File: config.mk
export PLATFORM = sky130hd
export DESIGN_NAME = bcw_bus_cycle
export DESIGN_NICKNAME = d
export VERILOG_FILES = /design/src/rtl/bcw_pkg.sv /design/src/rtl/bcw_bus_cycle.sv /design/src/rtl/bcw_phase_div.sv
export SDC_FILE = /design/constraint.sdc
export NUM_CORES = 1
export LEC_CHECK = 0
export ABC_AREA = 0
export BUFFER_PORTS_ARGS = -buffer_cell sky130_fd_sc_hd__buf_4
export CAP_MARGIN = 5
export CORE_MARGIN = 1.5
export CORE_UTILIZATION = 45
export CTS_CLUSTER_DIAMETER = 150
export DETAILED_ROUTE_END_ITERATION = 12
export PLACE_DENSITY = 0.74
export SYNTH_ARGS = -nofsm -noshare
export SYNTH_HDL_FRONTEND = slang
export SYNTH_SLANG_ARGS = --single-unit
export TNS_END_PERCENT = 5
File: constraint.sdc
create_clock -name core_clk -period 2.9 [get_ports core_clk]
set_clock_uncertainty 0.2 [all_clocks]
set_input_delay 0.58 -clock core_clk [delete_from_list [all_inputs] [get_ports core_clk]]
set_output_delay 0.58 -clock core_clk [all_outputs]
set_load 0.02 [all_outputs]
File: src/rtl/bcw_pkg.sv
package bcw_pkg;

   // ==========================================================
   // Reset values of the code pointer
   localparam logic [15:0] BCW_RESET_CS_SEL = 16'hf000;
   localparam logic [15:0] BCW_RESET_IP = 16'hfff0;
   localparam logic [31:0] BCW_RESET_CS_BASE = 32'hffff0000;

   // ==========================================================
   // Real mode address forming
   localparam int unsigned BCW_SEG_SHIFT = 4;
   localparam logic [15:0] BCW_FETCH_STEP = 16'h0004;

   // ==========================================================
   // Bus state timing
   localparam int unsigned BCW_CLKS_PER_STATE = 2;
   localparam int unsigned BCW_WAIT_W = 16;

   // ==========================================================
   // Bus states
   typedef enum logic [1:0] {
      BCW_IDLE = 2'b00,
      BCW_T1 = 2'b01,
      BCW_T2 = 2'b10
   } bcw_state_t;

   // Data request from the core
   typedef struct packed {
      logic [31:0] addr;
      logic write;
      logic [3:0] byteEn;
   } bcw_req_t;

   // Address phase driven to the pins
   typedef struct packed {
      logic [31:2] addr;
      logic [3:0] byteLaneEnablesN;
      logic write;
      logic code;
   } bcw_bus_t;

endpackage

File: src/rtl/bcw_bus_cycle.sv
module bcw_bus_cycle (
   // Double-rate clock and reset
   input wire logic core_clk,
   input wire logic rst_b,
   // Pins from the external decode logic
   input wire logic readyN,
   input wire logic pipelined_addr_req_n,
   input wire logic half_width_bus_n,
   input wire logic [31:0] busDataIn,
   // Pins to the bus
   output logic addr_strobe_n,
   output bcw_pkg::bcw_bus_t busOut,
   // Core requests
   input wire logic codeFetchReq,
   input wire logic dataReqValid,
   input wire bcw_pkg::bcw_req_t dataReq,
   output logic reqReady,
   // Control flow from the core
   input wire logic farJumpValid,
   input wire logic [15:0] farJumpSel,
   input wire logic [15:0] farJumpIp,
   input wire logic [31:0] farJumpBase,
   input wire logic protEnable,
   // Results and status
   output logic cycleDone,
   output logic [31:0] readData,
   output logic doneHalfWidth,
   output logic realMode,
   output logic [15:0] csSel,
   output logic [15:0] instruction_pointer,
   output logic [bcw_pkg::BCW_WAIT_W-1:0] waitCount
);
   import bcw_pkg::*;

   // ==========================================================
   // Declarations
   logic phaseEn; // One pulse per bus state
   bcw_state_t state_q, state_d; // Bus state
   logic addrStrobeN_q; // Strobe pin
   bcw_bus_t bus_q, bus_d; // Address phase pins
   logic reqReady_q; // Idle, request may be taken
   logic done_q; // End of cycle pulse
   logic [31:0] readData_q; // Captured read data
   logic halfWidth_q; // Narrow bus seen at end
   logic realMode_q; // Real mode flag
   logic [15:0] csSel_q; // Code segment selector
   logic [15:0] ip_q; // Instruction pointer
   logic [31:0] csBase_q; // Code segment base
   logic [BCW_WAIT_W-1:0] waitCnt_q; // Waits of current cycle
   logic firstFetch_q; // No fetch done since reset
   logic startCycle; // Leave idle this state
   logic endCycle; // Termination sampled at end of T2
   logic addWait; // Termination absent at end of T2
   logic [31:0] fetchAddr; // Code fetch physical address
   logic [31:0] realBase; // Selector shifted into a base

   // ==========================================================
   // State clock divider
   bcw_phase_div uDiv (
      .core_clk(core_clk),
      .rst_b(rst_b),
      .phaseEn(phaseEn)
   );

   // ==========================================================
   // Decode
   assign startCycle = phaseEn && (state_q == BCW_IDLE) && (codeFetchReq || dataReqValid);
   assign endCycle = phaseEn && (state_q == BCW_T2) && !readyN;
   assign addWait = phaseEn && (state_q == BCW_T2) && readyN;
   assign fetchAddr = csBase_q + {16'h0000, ip_q};
   assign realBase = {16'h0000, farJumpSel} << BCW_SEG_SHIFT;

   // Next bus state; address is never sent before the cycle ends,
   // so the pipelining request is not acted on
   always_comb begin
      state_d = state_q;
      unique case (state_q)
         BCW_IDLE: begin
            if (startCycle) begin
               state_d = BCW_T1;
            end
         end
         BCW_T1: begin
            if (phaseEn) begin
               state_d = BCW_T2;
            end
         end
         BCW_T2: begin
            if (endCycle) begin
               state_d = BCW_IDLE;
            end
         end
         default: begin
            state_d = BCW_IDLE;
         end
      endcase
   end

   // Address phase, code fetch before data
   always_comb begin
      bus_d = bus_q;
      if (startCycle && codeFetchReq) begin
         bus_d.addr = fetchAddr[31:2];
         bus_d.byteLaneEnablesN = 4'h0;
         bus_d.write = 1'b0;
         bus_d.code = 1'b1;
      end else if (startCycle) begin
         bus_d.addr = dataReq.addr[31:2];
         bus_d.byteLaneEnablesN = ~dataReq.byteEn;
         bus_d.write = dataReq.write;
         bus_d.code = 1'b0;
      end
   end

   // ==========================================================
   // Bus cycle registers
   always_ff @(posedge core_clk) begin
      if (!rst_b) begin
         state_q <= BCW_IDLE;
         addrStrobeN_q <= 1'b1;
         bus_q <= '0;
         reqReady_q <= 1'b0;
         done_q <= 1'b0;
         readData_q <= 32'h0;
         halfWidth_q <= 1'b0;
         waitCnt_q <= '0;
      end else begin
         state_q <= state_d;
         addrStrobeN_q <= (state_d != BCW_T1);
         bus_q <= bus_d;
         reqReady_q <= (state_d == BCW_IDLE);
         done_q <= endCycle;
         if (endCycle) begin
            readData_q <= busDataIn;
            halfWidth_q <= !half_width_bus_n;
         end
         if (startCycle) begin
            waitCnt_q <= '0;
         end else if (addWait) begin
            waitCnt_q <= waitCnt_q + 16'h0001;
         end
      end
   end

   // ==========================================================
   // Code pointer and mode
   always_ff @(posedge core_clk) begin
      if (!rst_b) begin
         csSel_q <= BCW_RESET_CS_SEL;
         ip_q <= BCW_RESET_IP;
         csBase_q <= BCW_RESET_CS_BASE;
         realMode_q <= 1'b1;
         firstFetch_q <= 1'b1;
      end else begin
         if (protEnable) begin
            realMode_q <= 1'b0;
         end
         if (farJumpValid) begin
            // Far jump reloads the base and wins over the step
            csSel_q <= farJumpSel;
            ip_q <= farJumpIp;
            csBase_q <= realMode_q ? realBase : farJumpBase;
         end else if (endCycle && bus_q.code) begin
            ip_q <= ip_q + BCW_FETCH_STEP;
         end
         if (endCycle && bus_q.code) begin
            firstFetch_q <= 1'b0;
         end
      end
   end

   // ==========================================================
   // Outputs
   assign addr_strobe_n = addrStrobeN_q;
   assign busOut = bus_q;
   assign reqReady = reqReady_q;
   assign cycleDone = done_q;
   assign readData = readData_q;
   assign doneHalfWidth = halfWidth_q;
   assign realMode = realMode_q;
   assign csSel = csSel_q;
   assign instruction_pointer = ip_q;
   assign waitCount = waitCnt_q;

   // ==========================================================
   // Checks
   strobe_in_t1_a: assert property (
      @(posedge core_clk) disable iff (!rst_b)
      !addr_strobe_n |-> (state_q == BCW_T1))
      else $error("strobe asserted outside first state");

   strobe_two_clk_a: assert property (
      @(posedge core_clk) disable iff (!rst_b)
      $fell(addr_strobe_n) |=> !addr_strobe_n ##1 addr_strobe_n)
      else $error("strobe did not span two clocks");

   zero_wait_a: assert property (
      @(posedge core_clk) disable iff (!rst_b)
      ($fell(addr_strobe_n) ##3 !readyN) |=> cycleDone && waitCount == 16'h0000)
      else $error("zero wait cycle not two states");

   wait_count_a: assert property (
      @(posedge core_clk) disable iff (!rst_b)
      (state_q == BCW_T2 && phaseEn && readyN) |=> waitCount == $past(waitCount) + 16'h0001)
      else $error("wait state not counted");

   no_self_end_a: assert property (
      @(posedge core_clk) disable iff (!rst_b)
      cycleDone |-> $past(!readyN) && $past(state_q) == BCW_T2)
      else $error("cycle ended without termination");

   no_pipeline_a: assert property (
      @(posedge core_clk) disable iff (!rst_b)
      $fell(addr_strobe_n) |-> $past(state_q) == BCW_IDLE)
      else $error("address issued during a cycle");

   reset_ptr_a: assert property (
      @(posedge core_clk)
      !rst_b |=> csSel == 16'hf000 && instruction_pointer == 16'hfff0 && realMode)
      else $error("wrong code pointer after reset");

   mode_exit_a: assert property (
      @(posedge core_clk) disable iff (!rst_b)
      $fell(realMode) |-> $past(protEnable))
      else $error("left real mode unasked");

   base_hold_a: assert property (
      @(posedge core_clk) disable iff (!rst_b)
      !$stable(csBase_q) |-> $past(farJumpValid))
      else $error("code base changed without far jump");

   real_base_a: assert property (
      @(posedge core_clk) disable iff (!rst_b)
      (farJumpValid && realMode) |=> csBase_q == {12'h000, $past(farJumpSel), 4'h0})
      else $error("real mode base not selector times sixteen");

   first_fetch_a: assert property (
      @(posedge core_clk) disable iff (!rst_b)
      ($fell(addr_strobe_n) && busOut.code && firstFetch_q) |-> busOut.addr == 30'h3ffffffc)
      else $error("first fetch not at top of memory");

endmodule

File: src/rtl/bcw_phase_div.sv
module bcw_phase_div (
   // Clock and reset
   input wire logic core_clk,
   input wire logic rst_b,
   // Bus state enable
   output logic phaseEn
);
   import bcw_pkg::*;

   // ==========================================================
   // Divider
   logic [1:0] cnt_q; // Double-rate clocks into the state
   logic lastClk; // Final clock of a bus state

   assign lastClk = (cnt_q == 2'(BCW_CLKS_PER_STATE - 1));

   // Count double-rate clocks, one enable per bus state
   always_ff @(posedge core_clk) begin
      if (!rst_b) begin
         cnt_q <= 2'h0;
      end else if (lastClk) begin
         cnt_q <= 2'h0;
      end else begin
         cnt_q <= cnt_q + 2'h1;
      end
   end

   assign phaseEn = lastClk;

endmodule

==> summary.txt <==
Outcome
  • Status: finished clean

STA
  • Slew margin rel.: 0.559
  • Post-route setup TNS: 0 ps
  • Highest Clock Rate: between 300 and 400 MHz
  • Post-layout min period: ~2700 ps
  • Final worst slack: ~250 ps
  • Least-Margin Pin Slew: ~660 ps
  • Unrepaired setup endpoints after global routing: false
  • Final hold vios: 0
  • Setup Viol. Count Final: 0
  • Period utilization: 0.914
  • Final Max Slew Viols: 0

Clocking
  • CTS Buf Count: 17
  • CTS tree: yes
  • CTS clock-pin slew for the worst setup and hold paths: approximately 60 ps
  • CTS Sinks: 157
  • CTS Hold Bufs: 0
  • CTS root buffer: clkbuf_16
  • CTS resizes: 0
  • Later-pin clock latency in the skew report: ~420 ps
  • Clock Path Buffers: 2
  • H-tree Lvls: 4
  • Post-CTS Setup Inserts: 0

Routing
  • Total Wirelength: 21,300 µm
  • Routed vias: approximately 7,000
  • DR vias/cell: between 5 and 6
  • Per-cell routed wire length: between 15 and 20 µm
  • Final ANT Viol Nets: 0
  • First DRT Iteration DRCs: 271
  • First drt pass iteration count: 4
  • Residual DRC: 0

Worst setup path
  • CP Data Required Time: between 2000 and 3000 ps
  • Critical path startpoint category: flop
  • Worst Path Buf+Inv: 0
  • Critical-path cell list: ha_1 > and4_4 > o21a_4 > nor3_1 > o21bai_1 > a21oi_1 > xor2_1 > a221oi_1
  • CP Class: reg2reg
  • Data arrival, critical path: approximately 2700 ps
  • Largest stage delay on the critical path: 420 ps
  • Top delay family on crit path: compound AO/OA/AOI/OAI gates
  • Crit-path max FO: 5
  • Critical-path top delay cell: dfxtp_1
  • Critical Path End Type: flop

GRT
  • Total gr overflow: 0
  • All-layer global routing usage: 0.245
  • Initial antenna violation count: 1
  • First-pass GRT wire length: between 30,000 and 40,000 µm
  • Vias in the first global route: 6,310
  • Largest net degree at the start of global routing: 53

Pwr
  • PwrDens: roughly 580 nW/µm²
  • Peak supply drop: around 410 µV
  • Static Leak: 4.41 nW
  • PnR Total Power: around 5.8 mW

Synth
  • Mapped Nets: around 980
  • Avg Inst Size Synth: 8.78 µm²
  • Synth area leaders: dfxtp_1 43%, mux2i_1 7.6%, nand2_1 5.9%
  • Register bit total from synthesis: 157
  • Syn Inst Count: 823
  • Count of cell types in the netlist: 60
  • Sequential share of the synthesized area: 0.435
  • Most frequent cell after synthesis: dfxtp_1
  • Main synth FF type: dfxtp_1
  • Top post-synthesis cells by count: 157 x dfxtp_1, 113 x nand2_1, 79 x nor2_1
  • Yosys warnings: 0
  • Share of flip-flops with an asynchronous set or reset after synthesis: 0
  • Post-synth EDFFs: 0
  • Cell taking the most area after synthesis: dfxtp_1
  • Synth Cell Area: 7230 µm²
  • Top cell type's share of synthesized area: 0.435

Final layout
  • Layout overhead on the synthesized area: 38.3%
  • Post-route cell area: 10000 µm²
  • Final net count: about 1,200
  • Post-route core utilization: 0.634
  • Layout cells sized above 1: 0.302

Die
  • Core footprint: 15,800 µm²
  • Die X: approximately 130 µm
  • Cell Rows: between 40 and 50
  • Vert. Die Dim: ~130 µm
  • I/O pins: roughly 260
  • Initial cell density of the core: 0.458
  • DIE AREA: ~17,000 µm²

Hold path
  • Type of the worst min-delay path: in2reg

Placement
  • PortBufs: about 260
  • RePlAce Congestion: roughly 0.83
  • Worst slack at placement: between 300 and 400 ps
  • Dpl hpwl: approximately 16,000 µm
  • Post-DP Area: between 9000 and 10,000 µm²

Flow run
  • MaxCap Viol Count: 0
## cell families after synthesis
kind of cell,Yosys count,share of synthesized area
multiplexers,55,0.0762
flip-flops,157,0.435
buffers and inverters,63,0.0339
XOR/XNOR,46,0.0557
AO/OA/AOI/OAI,194,0.181
AND/OR/NAND/NOR,290,0.187
adder cells (fa/ha/maj),18,0.0312
## stage by stage
stage | hold slack, ps | std cells
2_1_floorplan | 198 | 823
3_5_place_dp | 216 | 1269
3_3_place_gp | 209 | 1269
4_1_cts | 114 | 1301
6_report | 132 | 1302
5_1_grt | 137 | 1302
## final timing paths
| path | start | end | slack [ps] | depth (start not counted) |
|---|---|---|---|---|
| min reg2reg | uDiv.cnt_q[0] | uDiv.cnt_q[0] | 230 | 1 |
| max | instruction_pointer[2] | busOut[16] | 250 | 8 |
| min | protEnable | realMode | 130 | 2 |
| max reg2reg | instruction_pointer[2] | busOut[16] | 250 | 8 |
## state kept, by name, indices dropped and copies added, names as in the netlist
name	cells
addr_strobe_n	1
busOut	36
csBase_q	32
csSel	16
cycleDone	1
doneHalfWidth	1
instruction_pointer	16
readData	32
realMode	1
reqReady	1
state_q	2
uDiv.cnt_q	2
waitCount	16
## where the power goes
group	switching, mW	internal, mW	total, mW
Sequential	0.0930	2.29	2.38
Clock	0.917	1.29	2.21
Combinational	0.636	0.522	1.16
## area by class of cell
class	instances	area [µm²]
fill	1451	5770
multi-input combinational	603	3850
sequential	157	3140
timing repair buffer	280	2100
clock buffer	19	443
tap	216	270
clock inverter	13	139
inverter	13	50.0
antenna	1	2.50
## metal layers
| layer | vias up | routed length [µm] | share of wire | track usage |
|---|---|---|---|---|
| met1 | 3183 | 9030 | 0.42 | 0.294 |
| met2 | 234 | 10200 | 0.48 | 0.412 |
| met5 | - | 0 | 0 | 0 |
| li1 | 3404 | - | - | - |
| met4 | 0 | 378 | 0.018 | 0.0837 |
| met3 | 24 | 1720 | 0.081 | 0.0836 |
## worst register-to-register path, stage by stage, from the launching register on
cell and delay (ps):
dfxtp_1 420, ha_1 300, and4_4 230, o21a_4 250, nor3_1 230, o21bai_1 150
a21oi_1 190, xor2_1 400, a221oi_1 160
## placed cells by master (no fill, tap or decap), types with 3 or more instances in the layout
| cell | netlist | layout |
|---|---|---|
| inv_1 | 12 | 11 |
| or3_1 | 6 | 6 |
| a211o_1 | 3 | 3 |
| clkinv_2 | 0 | 5 |
| nand4_1 | 10 | 10 |
| a21oi_1 | 70 | 70 |
| o21ai_1 | 8 | 8 |
| nor3_1 | 12 | 12 |
| mux2i_1 | 55 | 55 |
| inv_6 | 0 | 3 |
| nor2_1 | 79 | 79 |
| nor2b_1 | 9 | 9 |
| nand2b_1 | 5 | 5 |
| nor3b_1 | 10 | 10 |
| a221o_1 | 12 | 12 |
| o211ai_1 | 12 | 12 |
| a21o_1 | 3 | 3 |
| a31oi_1 | 5 | 5 |
| ha_1 | 18 | 18 |
| xor2_1 | 29 | 29 |
| a22oi_1 | 4 | 4 |
| nand3_1 | 17 | 17 |
| dfxtp_1 | 157 | 157 |
| buf_4 | 0 | 280 |
| clkbuf_16 | 0 | 17 |
| nand3b_1 | 3 | 3 |
| a211oi_1 | 21 | 21 |
| nand2_1 | 113 | 113 |
| and4_1 | 6 | 6 |
| and2_1 | 4 | 4 |
| o21ai_0 | 27 | 27 |
| nor4_1 | 3 | 3 |
| xnor2_1 | 17 | 17 |
| and3_1 | 5 | 5 |
| o22ai_1 | 8 | 8 |
No activity file was read; power rests on OpenSTA's default activity.
